$ cat src/common/adc_ctrl_pkg.sv
// Register map, field layout, reset values and state types for the
// converter control block.
// Assumes a 32-bit AHB-Lite slave, one aligned word per 8-bit register.
package adc_ctrl_pkg;

  // ----------------------------------------------------------------
  // Register byte offsets
  // ----------------------------------------------------------------
  localparam logic [7:0] OFS_CLOCK_GATE = 8'h00;
  localparam logic [7:0] OFS_MODE0 = 8'h04;
  localparam logic [7:0] OFS_MASK1H = 8'h08;
  localparam logic [7:0] OFS_FLAG1H = 8'h0C;
  localparam logic [7:0] OFS_PRIO_HI = 8'h10;
  localparam logic [7:0] OFS_PRIO_LO = 8'h14;
  localparam logic [7:0] OFS_PORT2_DIR = 8'h18;
  localparam logic [7:0] OFS_TRIG_CFG = 8'h1C;
  localparam logic [7:0] OFS_IRQ_STATUS = 8'h20;
  localparam logic [7:0] OFS_IRQ_ENABLE = 8'h24;

  // ----------------------------------------------------------------
  // Field positions
  // ----------------------------------------------------------------
  localparam int unsigned BIT_CLOCK_GATE = 5;
  localparam int unsigned BIT_RUN = 7;
  localparam int unsigned BIT_CHSEL = 6;
  localparam int unsigned BIT_FR_LSB = 3;
  localparam int unsigned BIT_LV_LSB = 1;
  localparam int unsigned BIT_CMP_EN = 0;
  localparam int unsigned BIT_CONV_END = 0;
  localparam int unsigned BIT_WAIT_MODE = 0;
  localparam int unsigned IRQ_CONV_END = 0;
  localparam int unsigned IRQ_SCAN_DONE = 1;

  // ----------------------------------------------------------------
  // Reset values and timing
  // ----------------------------------------------------------------
  localparam logic [7:0] RST_CLOCK_GATE = 8'h00;
  localparam logic [7:0] RST_MODE0 = 8'h00;
  localparam logic [7:0] RST_MASK1H = 8'hFF;
  localparam logic [7:0] RST_FLAG1H = 8'h00;
  localparam logic [7:0] RST_PRIO = 8'hFF;
  localparam logic [7:0] RST_PORT2_DIR = 8'hFF;
  localparam logic [7:0] RST_ZERO = 8'h00;
  localparam logic [11:0] FAD_CLOCKS_NORMAL1 = 12'h013;
  localparam logic [11:0] FAD_CLOCKS_NORMAL2 = 12'h011;
  localparam logic [1:0] LAST_SCAN_CHANNEL = 2'h3;

  // ----------------------------------------------------------------
  // Types
  // ----------------------------------------------------------------
  typedef enum logic [1:0] {SEQ_IDLE, SEQ_STAB, SEQ_CONV} seq_t;

  typedef struct packed {
    logic clk_en;
    logic comparator_on;
    logic busy;
    logic [1:0] channel;
  } conv_pins_t;

  typedef struct packed {
    logic [7:0] gate;
    logic [7:0] mode0;
    logic [7:0] mask1h;
    logic [7:0] flag1h;
    logic [7:0] prio_hi;
    logic [7:0] prio_lo;
    logic [7:0] port2_dir;
    logic [7:0] trig_cfg;
    logic [7:0] irq_status;
    logic [7:0] irq_enable;
    seq_t seq;
    logic [11:0] cnt;
    logic [1:0] chan;
    logic [2:0] trg_ff;
    logic trg_stable;
    logic ap_valid;
    logic ap_write;
    logic ap_hit;
    logic [7:0] ap_addr;
    logic rd_wait;
    logic ready;
    logic [31:0] rdata;
  } st_t;

endpackage

$ cat src/hw/adc_control_and_end_interrupt.sv
// Converter control registers, conversion sequencer and end interrupt.
// Assumes one AHB-Lite master and a hardware trigger pin from outside.
//
// The placing of the registers and the AHB-Lite slave port are this design's own decisions.
`timescale 1ns/1ps
`default_nettype none

// Summary of operation
// [RQ1] Gate bit low: clock stopped, mode and trigger config writes ignored
// [RQ2] Gate bit high: clock on, registers accessible
// [RQ3] Run bit zero stops conversion, reads idle
// [RQ4] Run bit one converts; reads busy
// [RQ5] Wait mode busy covers stabilisation and conversion
// [RQ6] Comparator enable bit stops or runs comparator
// [RQ7] Mode register holds run, mode, clock, timing
// [RQ8] Mode bit zero selects single channel
// [RQ9] Mode bit one scans four channels
// [RQ10] Mask bit zero enables end interrupt
// [RQ11] Request flag pending; software clears writing zero
// [RQ12] Two priority bits, zero highest, three lowest
// [RQ13] Port direction zero drives, one inputs
// [RQ14] Software halts converter before configuring it
// [RQ15] Request forwarded when flagged and unmasked
module adc_control_and_end_interrupt #(
  parameter int unsigned STAB_CYCLES = 16,
  parameter int unsigned PORT_PINS = 4
) (
  input wire logic core_clk,
  input wire logic resetn,
  input wire logic hsel,
  input wire logic [31:0] haddr,
  input wire logic [1:0] htrans,
  input wire logic hwrite,
  input wire logic [2:0] hsize,
  input wire logic [31:0] hwdata,
  input wire logic hready,
  output logic hreadyout,
  output logic hresp,
  output logic [31:0] hrdata,
  input wire logic hw_trigger,
  output adc_ctrl_pkg::conv_pins_t conv_pins,
  output logic [PORT_PINS-1:0] port2_out_en,
  output logic conv_end_request,
  output logic [1:0] conv_end_priority,
  output logic irq
);
  import adc_ctrl_pkg::*;

  // ----------------------------------------------------------------
  // Helpers
  // ----------------------------------------------------------------
  // Conversion clock divider of the clock-select field
  function automatic logic [11:0] conv_div(input logic [2:0] fr);
    case (fr)
      3'h0: conv_div = 12'h040;
      3'h1: conv_div = 12'h020;
      3'h2: conv_div = 12'h010;
      3'h3: conv_div = 12'h008;
      3'h4: conv_div = 12'h006;
      3'h5: conv_div = 12'h005;
      3'h6: conv_div = 12'h004;
      default: conv_div = 12'h002;
    endcase
  endfunction

  // Core clocks per conversion, minus one for the down counter
  function automatic logic [11:0] conv_load(input logic [7:0] m);
    logic [11:0] n;
    n = m[BIT_LV_LSB] ? FAD_CLOCKS_NORMAL2 : FAD_CLOCKS_NORMAL1;
    conv_load = 12'(conv_div(m[BIT_FR_LSB+:3]) * n - 12'h001);
  endfunction

  // Read view of a register; unmapped words read as zero
  function automatic logic [31:0] rd_word(input st_t s, input logic [7:0] a);
    logic [7:0] m;
    m = s.mode0;
    if (s.trig_cfg[BIT_WAIT_MODE]) begin
      m[BIT_RUN] = (s.seq != SEQ_IDLE);
    end
    case (a)
      OFS_CLOCK_GATE: rd_word = {24'h000000, s.gate};
      OFS_MODE0: rd_word = {24'h000000, m};
      OFS_MASK1H: rd_word = {24'h000000, s.mask1h};
      OFS_FLAG1H: rd_word = {24'h000000, s.flag1h};
      OFS_PRIO_HI: rd_word = {24'h000000, s.prio_hi};
      OFS_PRIO_LO: rd_word = {24'h000000, s.prio_lo};
      OFS_PORT2_DIR: rd_word = {24'h000000, s.port2_dir};
      OFS_TRIG_CFG: rd_word = {24'h000000, s.trig_cfg};
      OFS_IRQ_STATUS: rd_word = {24'h000000, s.irq_status};
      OFS_IRQ_ENABLE: rd_word = {24'h000000, s.irq_enable};
      default: rd_word = 32'h00000000;
    endcase
  endfunction

  localparam logic [11:0] STAB_LOAD = 12'(STAB_CYCLES - 1);

  st_t s;
  st_t next_s;
  logic gate_on;
  logic run;
  logic scan;
  logic wait_mode;
  logic trg_rise;
  logic conv_end;
  logic scan_done;
  logic accept;
  logic wr;
  logic [7:0] wd;

  // ----------------------------------------------------------------
  // Decoded controls
  // ----------------------------------------------------------------
  // Rising pin change counts once stages two and three agree
  assign trg_rise = (s.trg_ff[1] == s.trg_ff[2]) && s.trg_ff[1] && !s.trg_stable;
  assign gate_on = s.gate[BIT_CLOCK_GATE];
  assign run = s.mode0[BIT_RUN] && s.mode0[BIT_CMP_EN];
  assign scan = s.mode0[BIT_CHSEL];
  assign wait_mode = s.trig_cfg[BIT_WAIT_MODE];
  assign conv_end = gate_on && run && (s.seq == SEQ_CONV) && (s.cnt == 12'h000);
  assign scan_done = conv_end && scan && (s.chan == LAST_SCAN_CHANNEL);
  assign accept = hsel && hready && htrans[1];
  assign wr = s.ap_valid && s.ap_write && s.ap_hit;
  assign wd = hwdata[7:0];

  // ----------------------------------------------------------------
  // Next state
  // ----------------------------------------------------------------
  // Sequencer first, bus writes after, so a write wins on the same edge
  always_comb begin
    next_s = s;
    next_s.trg_ff = {s.trg_ff[1:0], hw_trigger};
    if (s.trg_ff[1] == s.trg_ff[2]) begin
      next_s.trg_stable = s.trg_ff[1];
    end

    // Stopped clock freezes the sequencer where it stands
    if (gate_on) begin // RQ1 RQ2
      if (!run) begin
        next_s.seq = SEQ_IDLE; // RQ3 RQ6
        next_s.chan = 2'h0;
      end else begin
        case (s.seq)
          SEQ_IDLE: begin
            if (!wait_mode) begin
              next_s.seq = SEQ_CONV; // RQ4
              next_s.cnt = conv_load(s.mode0);
              next_s.chan = 2'h0;
            end else if (trg_rise) begin
              next_s.seq = SEQ_STAB; // RQ5
              next_s.cnt = STAB_LOAD;
              next_s.chan = 2'h0;
            end
          end
          SEQ_STAB: begin
            if (s.cnt == 12'h000) begin
              next_s.seq = SEQ_CONV; // RQ5
              next_s.cnt = conv_load(s.mode0);
            end else begin
              next_s.cnt = s.cnt - 12'h001;
            end
          end
          SEQ_CONV: begin
            if (s.cnt != 12'h000) begin
              next_s.cnt = s.cnt - 12'h001;
            end else if (scan && s.chan != LAST_SCAN_CHANNEL) begin
              next_s.chan = s.chan + 2'h1; // RQ9
              next_s.cnt = conv_load(s.mode0);
            end else begin
              // One-shot: software mode drops run, wait mode re-arms
              next_s.seq = SEQ_IDLE; // RQ8
              next_s.chan = 2'h0;
              if (!wait_mode) begin
                next_s.mode0[BIT_RUN] = 1'b0; // RQ4
              end
            end
          end
          default: begin
            next_s.seq = SEQ_IDLE;
          end
        endcase
      end
    end

    // Register writes in the data phase
    if (wr) begin
      case (s.ap_addr)
        OFS_CLOCK_GATE: next_s.gate = wd;
        OFS_MODE0: begin
          if (gate_on) begin
            next_s.mode0 = wd; // RQ1 RQ7
          end
        end
        OFS_TRIG_CFG: begin
          if (gate_on) begin
            next_s.trig_cfg = wd; // RQ1
          end
        end
        OFS_MASK1H: next_s.mask1h = wd; // RQ10
        OFS_FLAG1H: next_s.flag1h = wd; // RQ11
        OFS_PRIO_HI: next_s.prio_hi = wd; // RQ12
        OFS_PRIO_LO: next_s.prio_lo = wd; // RQ12
        OFS_PORT2_DIR: next_s.port2_dir = wd; // RQ13
        OFS_IRQ_ENABLE: next_s.irq_enable = wd;
        default: begin
        end
      endcase
    end

    // Read data captured one cycle late so prior writes are seen
    if (s.rd_wait) begin
      next_s.rdata = rd_word(s, s.ap_addr);
      next_s.ready = 1'b1;
      next_s.rd_wait = 1'b0;
      if (s.ap_hit && s.ap_addr == OFS_IRQ_STATUS) begin
        next_s.irq_status = 8'h00;
      end
    end

    // Hardware set wins over a software clear in the same cycle
    if (conv_end) begin
      next_s.flag1h[BIT_CONV_END] = 1'b1; // RQ11
      next_s.irq_status[IRQ_CONV_END] = 1'b1;
    end
    if (scan_done) begin
      next_s.irq_status[IRQ_SCAN_DONE] = 1'b1;
    end

    // Address phase capture
    next_s.ap_valid = 1'b0;
    if (accept) begin
      next_s.ap_valid = 1'b1;
      next_s.ap_write = hwrite;
      next_s.ap_addr = haddr[7:0];
      next_s.ap_hit = (haddr[31:8] == 24'h000000) && (hsize == 3'h2);
      if (!hwrite) begin
        next_s.rd_wait = 1'b1;
        next_s.ready = 1'b0;
      end
    end
  end

  // ----------------------------------------------------------------
  // State register
  // ----------------------------------------------------------------
  always_ff @(posedge core_clk or negedge resetn) begin
    if (!resetn) begin
      s.gate <= RST_CLOCK_GATE;
      s.mode0 <= RST_MODE0;
      s.mask1h <= RST_MASK1H;
      s.flag1h <= RST_FLAG1H;
      s.prio_hi <= RST_PRIO;
      s.prio_lo <= RST_PRIO;
      s.port2_dir <= RST_PORT2_DIR;
      s.trig_cfg <= RST_ZERO;
      s.irq_status <= RST_ZERO;
      s.irq_enable <= RST_ZERO;
      s.seq <= SEQ_IDLE;
      s.cnt <= 12'h000;
      s.chan <= 2'h0;
      s.trg_ff <= 3'h0;
      s.trg_stable <= 1'b0;
      s.ap_valid <= 1'b0;
      s.ap_write <= 1'b0;
      s.ap_hit <= 1'b0;
      s.ap_addr <= 8'h00;
      s.rd_wait <= 1'b0;
      s.ready <= 1'b1;
      s.rdata <= 32'h00000000;
    end else begin
      s <= next_s;
    end
  end

  // ----------------------------------------------------------------
  // Outputs
  // ----------------------------------------------------------------
  // Everything below is flip-flops or small gate logic on flip-flops
  assign hreadyout = s.ready;
  assign hresp = 1'b0;
  assign hrdata = s.rdata;
  assign conv_pins.clk_en = gate_on; // RQ1 RQ2
  assign conv_pins.comparator_on = gate_on && s.mode0[BIT_CMP_EN]; // RQ6
  assign conv_pins.busy = (s.seq != SEQ_IDLE);
  assign conv_pins.channel = s.chan;
  assign port2_out_en = ~s.port2_dir[PORT_PINS-1:0]; // RQ13
  // Arbitration against other sources happens outside on this level
  assign conv_end_request = s.flag1h[BIT_CONV_END] && !s.mask1h[BIT_CONV_END]; // RQ15
  assign conv_end_priority = {s.prio_hi[BIT_CONV_END], s.prio_lo[BIT_CONV_END]}; // RQ12
  assign irq = |(s.irq_status & s.irq_enable);
endmodule

`default_nettype wire

$ cat config.mk
export PLATFORM = sky130hd
export DESIGN_NAME = adc_control_and_end_interrupt
export DESIGN_NICKNAME = d
export VERILOG_FILES = /design/src/common/adc_ctrl_pkg.sv /design/src/hw/adc_control_and_end_interrupt.sv
export SDC_FILE = /design/constraint.sdc
export NUM_CORES = 1
export LEC_CHECK = 0
export ABC_AREA = 0
export BUFFER_PORTS_ARGS = -buffer_cell sky130_fd_sc_hd__buf_2
export CAP_MARGIN = 20
export CORE_AREA = 10 10 154 99
export DETAILED_ROUTE_END_ITERATION = 8
export DIE_AREA = 0 0 164 109
export HOLD_SLACK_MARGIN = 0.05
export PLACE_DENSITY = 0.8
export SYNTH_ARGS = -nofsm -noshare
export SYNTH_HDL_FRONTEND = slang
export SYNTH_SLANG_ARGS = --single-unit
$ cat constraint.sdc
create_clock -name core_clk -period 5.5 [get_ports core_clk]
set_input_delay 0.825 -clock core_clk [delete_from_list [all_inputs] [get_ports core_clk]]
set_output_delay 0.825 -clock core_clk [all_outputs]
set_load 0.05 [all_outputs]
==> results of run 1 <==
==> worst register-to-register path, cell delays in order, from the launching register on <==
cell      delay (ns)
dfrtp_1         0.46
or2_2           0.33
a21boi_0        0.73
nor2b_1         0.26
ha_1            0.29
xnor2_1         0.14
ha_1            0.30
ha_1            0.22
fa_1            0.49
a211oi_1        0.32
o21bai_1        0.12
a21oi_1         0.18
xnor2_1         0.20
a21oi_1         0.14
o21ai_0         0.20
==> kinds of logic (layout without fill, tap and decap cells) <==
| logic type | count (synthesis) | after routing | synth area share [%] |
|---|---|---|---|
| AO/OA/AOI/OAI | 120 | 120 | 11.6 |
| XOR/XNOR | 13 | 13 | 1.65 |
| adder cells (fa/ha/maj) | 37 | 37 | 7.57 |
| buffers and inverters | 113 | 160 | 8.37 |
| flip-flops | 115 | 115 | 42.2 |
| multiplexers | 91 | 91 | 15.9 |
| other | 2 | 27 | 0.109 |
| AND/OR/NAND/NOR | 165 | 165 | 12.6 |
==> area by class of cell <==
cell class / count / area share (%)
Inverter: 50 / 2.40
Tap cell: 170 / 2.72
Multi-Input combinational cell: 452 / 44.8
Sequential cell: 115 / 37.3
Timing Repair Buffer: 78 / 5.24
Antenna cell: 1 / 0.0319
Clock inverter: 14 / 2.08
Clock buffer: 18 / 5.48
==> worst max-delay path by stage <==
stage	endpoint	slack, ns
2_1_floorplan	s[62]$_DFFE_PN0P_	1.62
3_3_place_gp	s[59]$_DFFE_PN0P_	1.44
3_5_place_dp	s[59]$_DFFE_PN0P_	1.15
4_1_cts	s[59]$_DFFE_PN0P_	1.04
5_1_grt	s[59]$_DFFE_PN0P_	0.72
6_report	s[59]$_DFFE_PN0P_	1.04
==> synth_stat cells, types with 7 or more instances <==
cell and instances:
fa_1 8, nor2_1 46, a22oi_1 11, dfrtp_1 82, clkbuf_1 14, nor4_1 9
mux4_2 7, o21ai_0 28, xnor2_1 9, mux2_2 80, nand2_1 39, buf_2 9
dfstp_2 33, buf_4 38, a21oi_1 19, ha_1 29, nand3_1 11, inv_1 50
o22ai_1 13, nor3_1 10
==> registers in the layout, indices dropped and copies added (netlist names) <==
signal             flops
s                     99
conv_pins              3
next_s                 2
hreadyout              1
hrdata                 8
conv_end_priority      2
==> report_power, final <==
part	leakage, nW	switching (W)	internal (W)
Combinational	1.93	0.000510	0.000304
Sequential	1.37	0.000102	0.000930
Clock	0.282	0.000405	0.000708
Total	3.58	0.00102	0.00194
==> per-layer routing <==
metal  share of wire (%)  vias up  routed length, microns
met4                 1.3        0                     228
met1                  43     2657                    7470
met3                 9.4       21                    1640
met2                  46      234                    8120
met5                   0        -                       0
li1                    -     2406                       -
==> stage by stage <==
stage          instances  hold WS (ns)  instance area, sq um  power [W]  worst slack (ns)
6_report             898         0.361                  7830    0.00296              1.04
5_1_grt              898         0.369                  7830    0.00310             0.721
4_1_cts              896         0.370                  7820    0.00295              1.04
3_5_place_dp         864         0.349                  7230    0.00183              1.15
3_3_place_gp         864         0.344                  7230    0.00180              1.44
2_1_floorplan        680         0.331                  7000    0.00163              1.62
==> reports/metrics.json, run 1 <==
{
  "drt": {
    "final_routed_drc_violation_total": 0,
    "detailedRoute.firstPassIterationCount": 5,
    "drt-total-wl_microns": 17500,
    "drt-vias-per-instance": 5.92,
    "avgRoutedWirePerCell_microns": 19.4,
    "antenna_left": 0,
    "detailroute.via_count": 5318,
    "detailedRoute.firstIterationViolations": 348
  },
  "sta": {
    "setup_viol": 0,
    "final_min_period_over_clock_period_pct": 81.2,
    "grt_setup_unrepaired": "false",
    "finalSetupTns_ns": 0,
    "final.min_clock_period_ns": 4.46,
    "fin_skew_ns": 0.00978,
    "max_freq_ghz": 0.224,
    "maxSlewHeadroom_pct": 38.4,
    "worst_margin_slew_ns": 0.915,
    "final_max_slew_viol_count": 0,
    "final_hold_viol_count": 0
  },
  "floorplan": {
    "die_area_sq_um": 17900,
    "num_rows": 32,
    "initial_utilization_pct": 55.3,
    "ioPinCount": 122,
    "core_area_sq_um": 12500,
    "floorplan.die.width_microns": 164,
    "die_height_microns": 109
  },
  "synthesis": {
    "postSynthRegisterBits": 115,
    "synth_edf_count": 0,
    "area_of_the_mapped_netlist_sq_um": 6910,
    "dominantRegCellSynth": "dfrtp_1",
    "yosysSeqAreaShare_pct": 42.2,
    "synthDominantAreaCellType": "dfrtp_1",
    "number_of_instances_in_the_synthesized_netlist": 656,
    "synth_async_sr_flop_share_pct": 100,
    "ys.warnings.count": 0,
    "synth_top_area_share_pct": 29.7,
    "netlist-cell-type-count": 66,
    "synthesis.area_per_instance_sq_um": 10.5,
    "ys_top_cells_by_area": "dfrtp_1 (30%), mux2_2 (13%), dfstp_2 (13%), ha_1 (5.3%), buf_4 (4.1%)"
  },
  "pwr": {
    "power_density_nw_per_um2": 378,
    "ir_worst_vdd_v": 0.000211,
    "total_leakage_power_nw": 3.58
  },
  "clock_network": {
    "clock_sinks": 115,
    "cts.hold.buffers_added": 0,
    "clockBufferDepth": 2,
    "clk_root_buffer_cell": "clkbuf_16",
    "tritoncts": "done",
    "deepest_level_of_the_cts_h_tree": 4,
    "post-cts-setup-buffers": 0,
    "ctsResizeCount": 0,
    "worstSkewPairLatency_ns": 0.41,
    "cts_made_buffers": 17,
    "clock_pin_slew_on_the_worst_setup_and_hold_paths_ns": 0.06
  },
  "setup_path": {
    "worstPathCellList": "or2_2 > a21boi_0 > nor2b_1 > ha_1 > xnor2_1 > ha_1 > ha_1 > fa_1 > a211oi_1 > o21bai_1 > a21oi_1 > xnor2_1 > a21oi_1 > o21ai_0",
    "cp.depth": 14,
    "crit_required_ns": 5.82,
    "crit_fanout": 9,
    "data_arrival_time_at_the_worst_slack_endpoint_ns": 4.78,
    "critical_path.startpoint_type": "register",
    "worstReg2RegStart": "s[133]$_DFFE_PN0P_",
    "cp_num_buf_inv": 0,
    "setup.worst_path.start": "s[133]$_DFFE_PN0P_",
    "r2r_slack_ns": 1.04,
    "cpMaxStageDelayCell": "a21boi_0",
    "critical_path.reg2reg.endpoint": "s[59]$_DFFE_PN0P_",
    "reg2regPathDepth": 14,
    "cp_common_cell": "ha_1",
    "endpoint_kind": "register",
    "crit_path_max_incr_delay_ns": 0.73,
    "critical_path.top_delay_family": "compound AO/OA/AOI/OAI gates",
    "worstSetupPathType": "reg -> reg"
  },
  "outcome": {
    "status": "completed"
  },
  "global_route": {
    "antenna_found_initial": 1,
    "grt_use_met1_pct": 25.0,
    "first_global_vias": 5236,
    "grt_first_pass_wirelength_microns": 26800,
    "groute.layer.met3.usage_pct": 6.17,
    "global_route.usage.total_pct": 19.2,
    "grt_max_degree": 71,
    "grt-busiest-layer": "met2",
    "grt_remaining_overflow": 0,
    "use_met2_pct": 30.0
  },
  "worst_hold_path": {
    "holdPathStages": 0,
    "worst_hold_startpoint": "next_s[47]$_DFF_PN0_",
    "holdPathEnd": "next_s[48]$_DFF_PN0_",
    "hp-class": "reg -> reg"
  },
  "final_layout": {
    "layout.area.seq_sq_um": 2920,
    "finalNetCount": 826,
    "finish.utilization_pct": 62.7,
    "multiInputGateArea_sq_um": 3510,
    "nFillCells": 1018,
    "mostFrequentLayoutCells": "dfrtp_1 (82), mux2_2 (80), buf_2 (70), inv_1 (50), nor2_1 (46)",
    "final_layout_size_suffix_gt1_share_pct": 33.3,
    "flow.area_growth_from_synthesis_pct": 13.4,
    "leading_cell_type_in_the_layout_fill_and_taps_excluded": "dfrtp_1"
  },
  "place": {
    "gp_routability_congestion": 0.916,
    "detailed_place_hpwl_microns": 12800,
    "buffer_ports.inserted": 71
  },
  "run": {
    "timing.max_cap.violations": 0
  }
}
No activity file was read; power rests on OpenSTA's default activity.
==> inputs of run 2 (changes only) <==
clock period = 4.2 ns   (was 5.5 ns; I/O delays follow)
==> reports/metrics.json, run 2 (synthesized netlist as in run 1, its figures left out) <==
{
  "final_layout": {
    "final_layout_size_suffix_gt1_share_pct": 33.8,
    "leading_cell_type_in_the_layout_fill_and_taps_excluded": "dfrtp_1",
    "finish.utilization_pct": 63.2,
    "largest_reg_flops": 99,
    "flow.area_growth_from_synthesis_pct": 14.2,
    "top_register": "s",
    "finalNetCount": 830,
    "nFillCells": 988,
    "final_design_area_no_fill_sq_um": 7890,
    "mostFrequentLayoutCells": "dfrtp_1 (81), mux2_2 (80), buf_2 (70), inv_1 (50), nor2_1 (46)"
  },
  "place": {
    "post_dp_cell_area_sq_um": 7270,
    "gp_routability_congestion": 0.931,
    "pre_cts_ws_ns": 0.0650,
    "buffer_ports.inserted": 71,
    "detailed_place_hpwl_microns": 12900
  },
  "run": {
    "timing.max_cap.violations": 0
  },
  "setup_path": {
    "crit_path_max_incr_delay_ns": 0.49,
    "worstReg2RegStart": "s[133]$_DFFE_PN0P_",
    "cp_common_cell": "ha_1",
    "endpoint_kind": "register",
    "worstSetupPathType": "reg -> reg",
    "data_arrival_time_at_the_worst_slack_endpoint_ns": 4.37,
    "crit_required_ns": 4.53,
    "cpMaxStageDelayCell": "fa_1",
    "crit_fanout": 8,
    "critical_path.startpoint_type": "register",
    "worstPathCellList": "buf_4 > or2_2 > a21boi_0 > buf_4 > nor2b_1 > ha_1 > xnor2_1 > ha_1 > ha_1 > fa_1 > a211oi_1 > o21bai_1 > a21oi_1 > xnor2_1 > a21oi_1 > o21ai_0",
    "setup.worst_path.start": "s[133]$_DFFE_PN0P_"
  },
  "pwr": {
    "power_density_nw_per_um2": 498,
    "total_leakage_power_nw": 3.62,
    "seq_power_share_pct": 34.5,
    "ir_worst_vdd_v": 0.000332,
    "p_clk_share_pct": 37.8,
    "comb_power_share_pct": 27.7,
    "cell_internal_pwr_w": 0.00260,
    "power.net_switching_w": 0.00133,
    "power.share.switching_pct": 33.8
  },
  "clock_network": {
    "deepest_level_of_the_cts_h_tree": 4,
    "cts_made_buffers": 17,
    "ctsResizeCount": 0,
    "tritoncts": "done",
    "clockBufferDepth": 2,
    "clk_root_buffer_cell": "clkbuf_16",
    "cts.hold.buffers_added": 0,
    "worstSkewPairLatency_ns": 0.42,
    "clock_pin_slew_on_the_worst_setup_and_hold_paths_ns": 0.05,
    "clock_sinks": 115,
    "post-cts-setup-buffers": 0
  },
  "sta": {
    "final_hold_viol_count": 0,
    "setup_ws_ns": 0.157,
    "setup_viol": 0,
    "maxSlewHeadroom_pct": 47.1,
    "final.min_clock_period_ns": 4.04,
    "finalSetupTns_ns": 0,
    "final_max_slew_viol_count": 0,
    "final_min_period_over_clock_period_pct": 96.3,
    "fin_skew_ns": 0.00970,
    "max_freq_ghz": 0.247,
    "grt_setup_unrepaired": "true",
    "worst_margin_slew_ns": 0.783
  },
  "outcome": {
    "status": "completed"
  },
  "drt": {
    "detailedRoute.firstIterationViolations": 598,
    "drt-vias-per-instance": 5.97,
    "detailroute.via_count": 5384,
    "drt-total-wl_microns": 18200,
    "avgRoutedWirePerCell_microns": 20.2,
    "detailedRoute.firstPassIterationCount": 6,
    "final_routed_drc_violation_total": 0,
    "antenna_left": 0
  },
  "global_route": {
    "grt_first_pass_wirelength_microns": 28300,
    "first_global_vias": 5402,
    "grt_max_degree": 56,
    "grt_remaining_overflow": 0,
    "antenna_found_initial": 1,
    "global_route.usage.total_pct": 20.2
  },
  "floorplan": {
    "core_area_sq_um": 12500,
    "die_height_microns": 109,
    "initial_utilization_pct": 55.3,
    "num_rows": 32,
    "die_area_sq_um": 17900,
    "floorplan.die.width_microns": 164,
    "ioPinCount": 122
  },
  "worst_hold_path": {
    "hp-class": "in -> async"
  }
}
-- run 2: area by class of cell --
class / instances / area, sq um / share of cell area, %
Inverter: 50 / 188 / 2.38
Sequential cell: 115 / 2920 / 37.0
Antenna cell: 1 / 2.50 / 0.0317
Clock buffer: 23 / 478 / 6.06
Timing Repair Buffer: 82 / 440 / 5.58
Clock inverter: 9 / 129 / 1.63
Tap cell: 170 / 213 / 2.70
Multi-Input combinational cell: 452 / 3520 / 44.6
-- run 2: worst paths after layout --
path                                        end  slack (ns)  cells after the start
min in group core_clk      next_s[47]$_DFF_PN0_        0.33                      1
max in group asynchronous    s[121]$_DFFE_PN1P_        2.91                      2
setup / recovery              s[59]$_DFFE_PN0P_        0.16                     16
hold reg to reg            next_s[48]$_DFF_PN0_        0.37                      0
setup reg to reg              s[59]$_DFFE_PN0P_        0.16                     16
hold / removal               s[133]$_DFFE_PN0P_        0.27                      1
-- run 2: power by group through the flow --
stage	registers, W	logic [W]	clock network (W)
2_1_floorplan	0.00133	0.000813	0
3_3_place_gp	0.00135	0.00101	0
3_5_place_dp	0.00137	0.00105	0
4_1_cts	0.00135	0.00106	0.00149
5_1_grt	0.00137	0.00119	0.00154
6_report	0.00136	0.00109	0.00148
-- run 2: layer usage --
metal,wire [microns],vias up,GRT usage [%]
li1,-,2411,-
met1,7820,2669,26.9
met2,8340,262,31.0
met3,1650,42,5.98
met4,368,0,7.05
met5,0,-,0
-- run 2: worst max-delay path, delay by kind of cell, from the launching register on --
| family | cells | cell delay (ns) |
|---|---|---|
| XOR/XNOR | 2 | 0.36 |
| buffers and inverters | 2 | 0.35 |
| flip-flops | 1 | 0.37 |
| AO/OA/AOI/OAI | 6 | 1.17 |
| AND/OR/NAND/NOR | 2 | 0.44 |
| adder cells (fa/ha/maj) | 4 | 1.27 |
-- run 2: through the flow --
step	total power, W	hold slack, ns	std cells
5_1_grt	0.00410	0.324	902
3_5_place_dp	0.00242	0.350	869
3_3_place_gp	0.00237	0.345	869
4_1_cts	0.00391	0.306	901
2_1_floorplan	0.00214	0.331	680
6_report	0.00393	0.274	902
==> inputs of run 3 (changes only) <==
RECOVER_POWER = 100   (was default)
==> reports/metrics.json, run 3 (synthesized netlist as in run 1, its figures left out) <==
{
  "floorplan": {
    "core_area_sq_um": 12500,
    "die_area_sq_um": 17900,
    "die_height_microns": 109,
    "ioPinCount": 122,
    "initial_utilization_pct": 55.3,
    "num_rows": 32,
    "floorplan.die.width_microns": 164
  },
  "setup_path": {
    "cp_common_cell": "ha_1",
    "crit_path_max_incr_delay_ns": 0.49,
    "worstReg2RegStart": "s[133]$_DFFE_PN0P_",
    "cp_num_buf_inv": 2,
    "worstSetupPathType": "reg -> reg",
    "endpoint_kind": "register",
    "worstPathCellList": "buf_4 > or2_2 > a21boi_0 > buf_4 > nor2b_1 > ha_1 > xnor2_1 > ha_1 > ha_1 > fa_1 > a211oi_1 > o21bai_1 > a21oi_1 > xnor2_1 > a21oi_1 > o21ai_0",
    "data_arrival_time_at_the_worst_slack_endpoint_ns": 4.40,
    "setup.worst_path.start": "s[133]$_DFFE_PN0P_",
    "critical_path.startpoint_type": "register",
    "cpMaxStageDelayCell": "fa_1",
    "critical_path.top_delay_family": "adder cells",
    "crit_fanout": 8,
    "crit_required_ns": 4.52
  },
  "sta": {
    "fin_skew_ns": 0.00880,
    "worst_margin_slew_ns": 3.07,
    "finalHoldWorstSlack_ns": 0.330,
    "final_min_period_over_clock_period_pct": 97.1,
    "maxSlewHeadroom_pct": -105,
    "final_max_slew_viol_count": 56,
    "max_freq_ghz": 0.245,
    "final_hold_viol_count": 0,
    "setup_viol": 0,
    "grt_setup_unrepaired": "true",
    "final.min_clock_period_ns": 4.08
  },
  "pwr": {
    "total_leakage_power_nw": 3.53,
    "ir_worst_vdd_v": 0.000332,
    "power_w": 0.00391,
    "power_density_nw_per_um2": 500
  },
  "drt": {
    "final_routed_drc_violation_total": 0,
    "drt-total-wl_microns": 18300,
    "detailroute.via_count": 5425,
    "avgRoutedWirePerCell_microns": 20.3,
    "drt-met1-wl_microns": 7790,
    "met2_length_microns": 8450,
    "detailedRoute.firstPassIterationCount": 6,
    "routed-wl-met3_microns": 1720,
    "drt-vias-per-instance": 6.01,
    "highest_layer": "met4",
    "detailedRoute.firstIterationViolations": 550,
    "antenna_left": 0
  },
  "clock_network": {
    "post-cts-setup-buffers": 0,
    "cts_made_buffers": 17,
    "deepest_level_of_the_cts_h_tree": 4,
    "clock_sinks": 115,
    "cts.hold.buffers_added": 0,
    "tritoncts": "done",
    "clk_root_buffer_cell": "clkbuf_16",
    "clock_pin_slew_on_the_worst_setup_and_hold_paths_ns": 0.05,
    "ctsResizeCount": 0,
    "worstSkewPairLatency_ns": 0.41,
    "clockBufferDepth": 2
  },
  "final_layout": {
    "flow.area_growth_from_synthesis_pct": 13.2,
    "finalNetCount": 830,
    "final_layout_size_suffix_gt1_share_pct": 29.7,
    "post_layout_nonfiller_instances": 902,
    "mostFrequentLayoutCells": "dfrtp_1 (81), mux2_2 (79), inv_1 (50), nor2_1 (48), buf_2 (48)",
    "leading_cell_type_in_the_layout_fill_and_taps_excluded": "dfrtp_1",
    "finish.utilization_pct": 62.6,
    "top_register": "s",
    "final_design_area_no_fill_sq_um": 7820,
    "largest_reg_flops": 99
  },
  "place": {
    "post-place-cells": 869,
    "gp_routability_congestion": 0.931,
    "post_dp_cell_area_sq_um": 7270,
    "detailed_place_hpwl_microns": 12900,
    "buffer_ports.inserted": 71
  },
  "outcome": {
    "status": "finished with violations",
    "failed_checks": "capacitance limit, slew limit"
  },
  "global_route": {
    "grt_first_pass_wirelength_microns": 28300,
    "global_route.usage.total_pct": 20.2,
    "grt_remaining_overflow": 0,
    "first_global_vias": 5402,
    "antenna_found_initial": 1,
    "grt_max_degree": 56
  },
  "worst_hold_path": {
    "hp-class": "in -> reg",
    "worst_hold_startpoint": "hw_trigger"
  },
  "run": {
    "timing.max_cap.violations": 1
  }
}
-- run 3: cell count changes in the layout (fill, tap and decap cells not counted), moves of 2 or more --
| cell | before | now |
|---|---|---|
| buf_2 | 70 | 48 |
| nor2_2 | 2 | 0 |
| buf_4 | 12 | 8 |
| clkbuf_2 | 0 | 2 |
| nor2_1 | 46 | 48 |
| clkbuf_1 | 3 | 27 |
-- run 3: metrics by stage --
step                TNS [ns]  worst slack (ns)
CTS                        0            0.0371
global placement           0             0.190
global route          -0.171           -0.0656
detailed placement         0            0.0650
floorplan                  0             0.320
finish                     0             0.123
-- run 3: layout make-up --
class,instances,area (sq um)
Fill cell,1008,4670
Tap cell,170,213
Timing Repair Buffer,82,400
Multi-Input combinational cell,452,3490
Clock buffer,23,478
Antenna cell,1,2.50
Clock inverter,9,129
Inverter,50,188
Sequential cell,115,2920
-- run 3: per-layer routing --
metal / vias to the layer above / GRT usage [%]
met2: 293 / 31.0
li1: 2407 / -
met3: 40 / 5.98
met4: 0 / 7.05
met5: - / 0
met1: 2685 / 26.9
-- run 3: power breakdown --
group	switching [W]	total (W)	internal [W]
logic	0.000681	0.00107	0.000393
registers	0.000132	0.00135	0.00122
clock network	0.000509	0.00149	0.000977
-- run 3: final timing paths --
check | endpoint | slack (ns) | cells after the start
min reg2reg | next_s[48]$_DFF_PN0_ | 0.38 | 0
max in group asynchronous | hrdata[4]$_DFFE_PN0P_ | 0.75 | 2
min in group asynchronous | s[134]$_DFFE_PN0P_ | 1.23 | 1
max | s[59]$_DFFE_PN0P_ | 0.12 | 16
min | next_s[47]$_DFF_PN0_ | 0.33 | 1
max reg2reg | s[59]$_DFFE_PN0P_ | 0.12 | 16
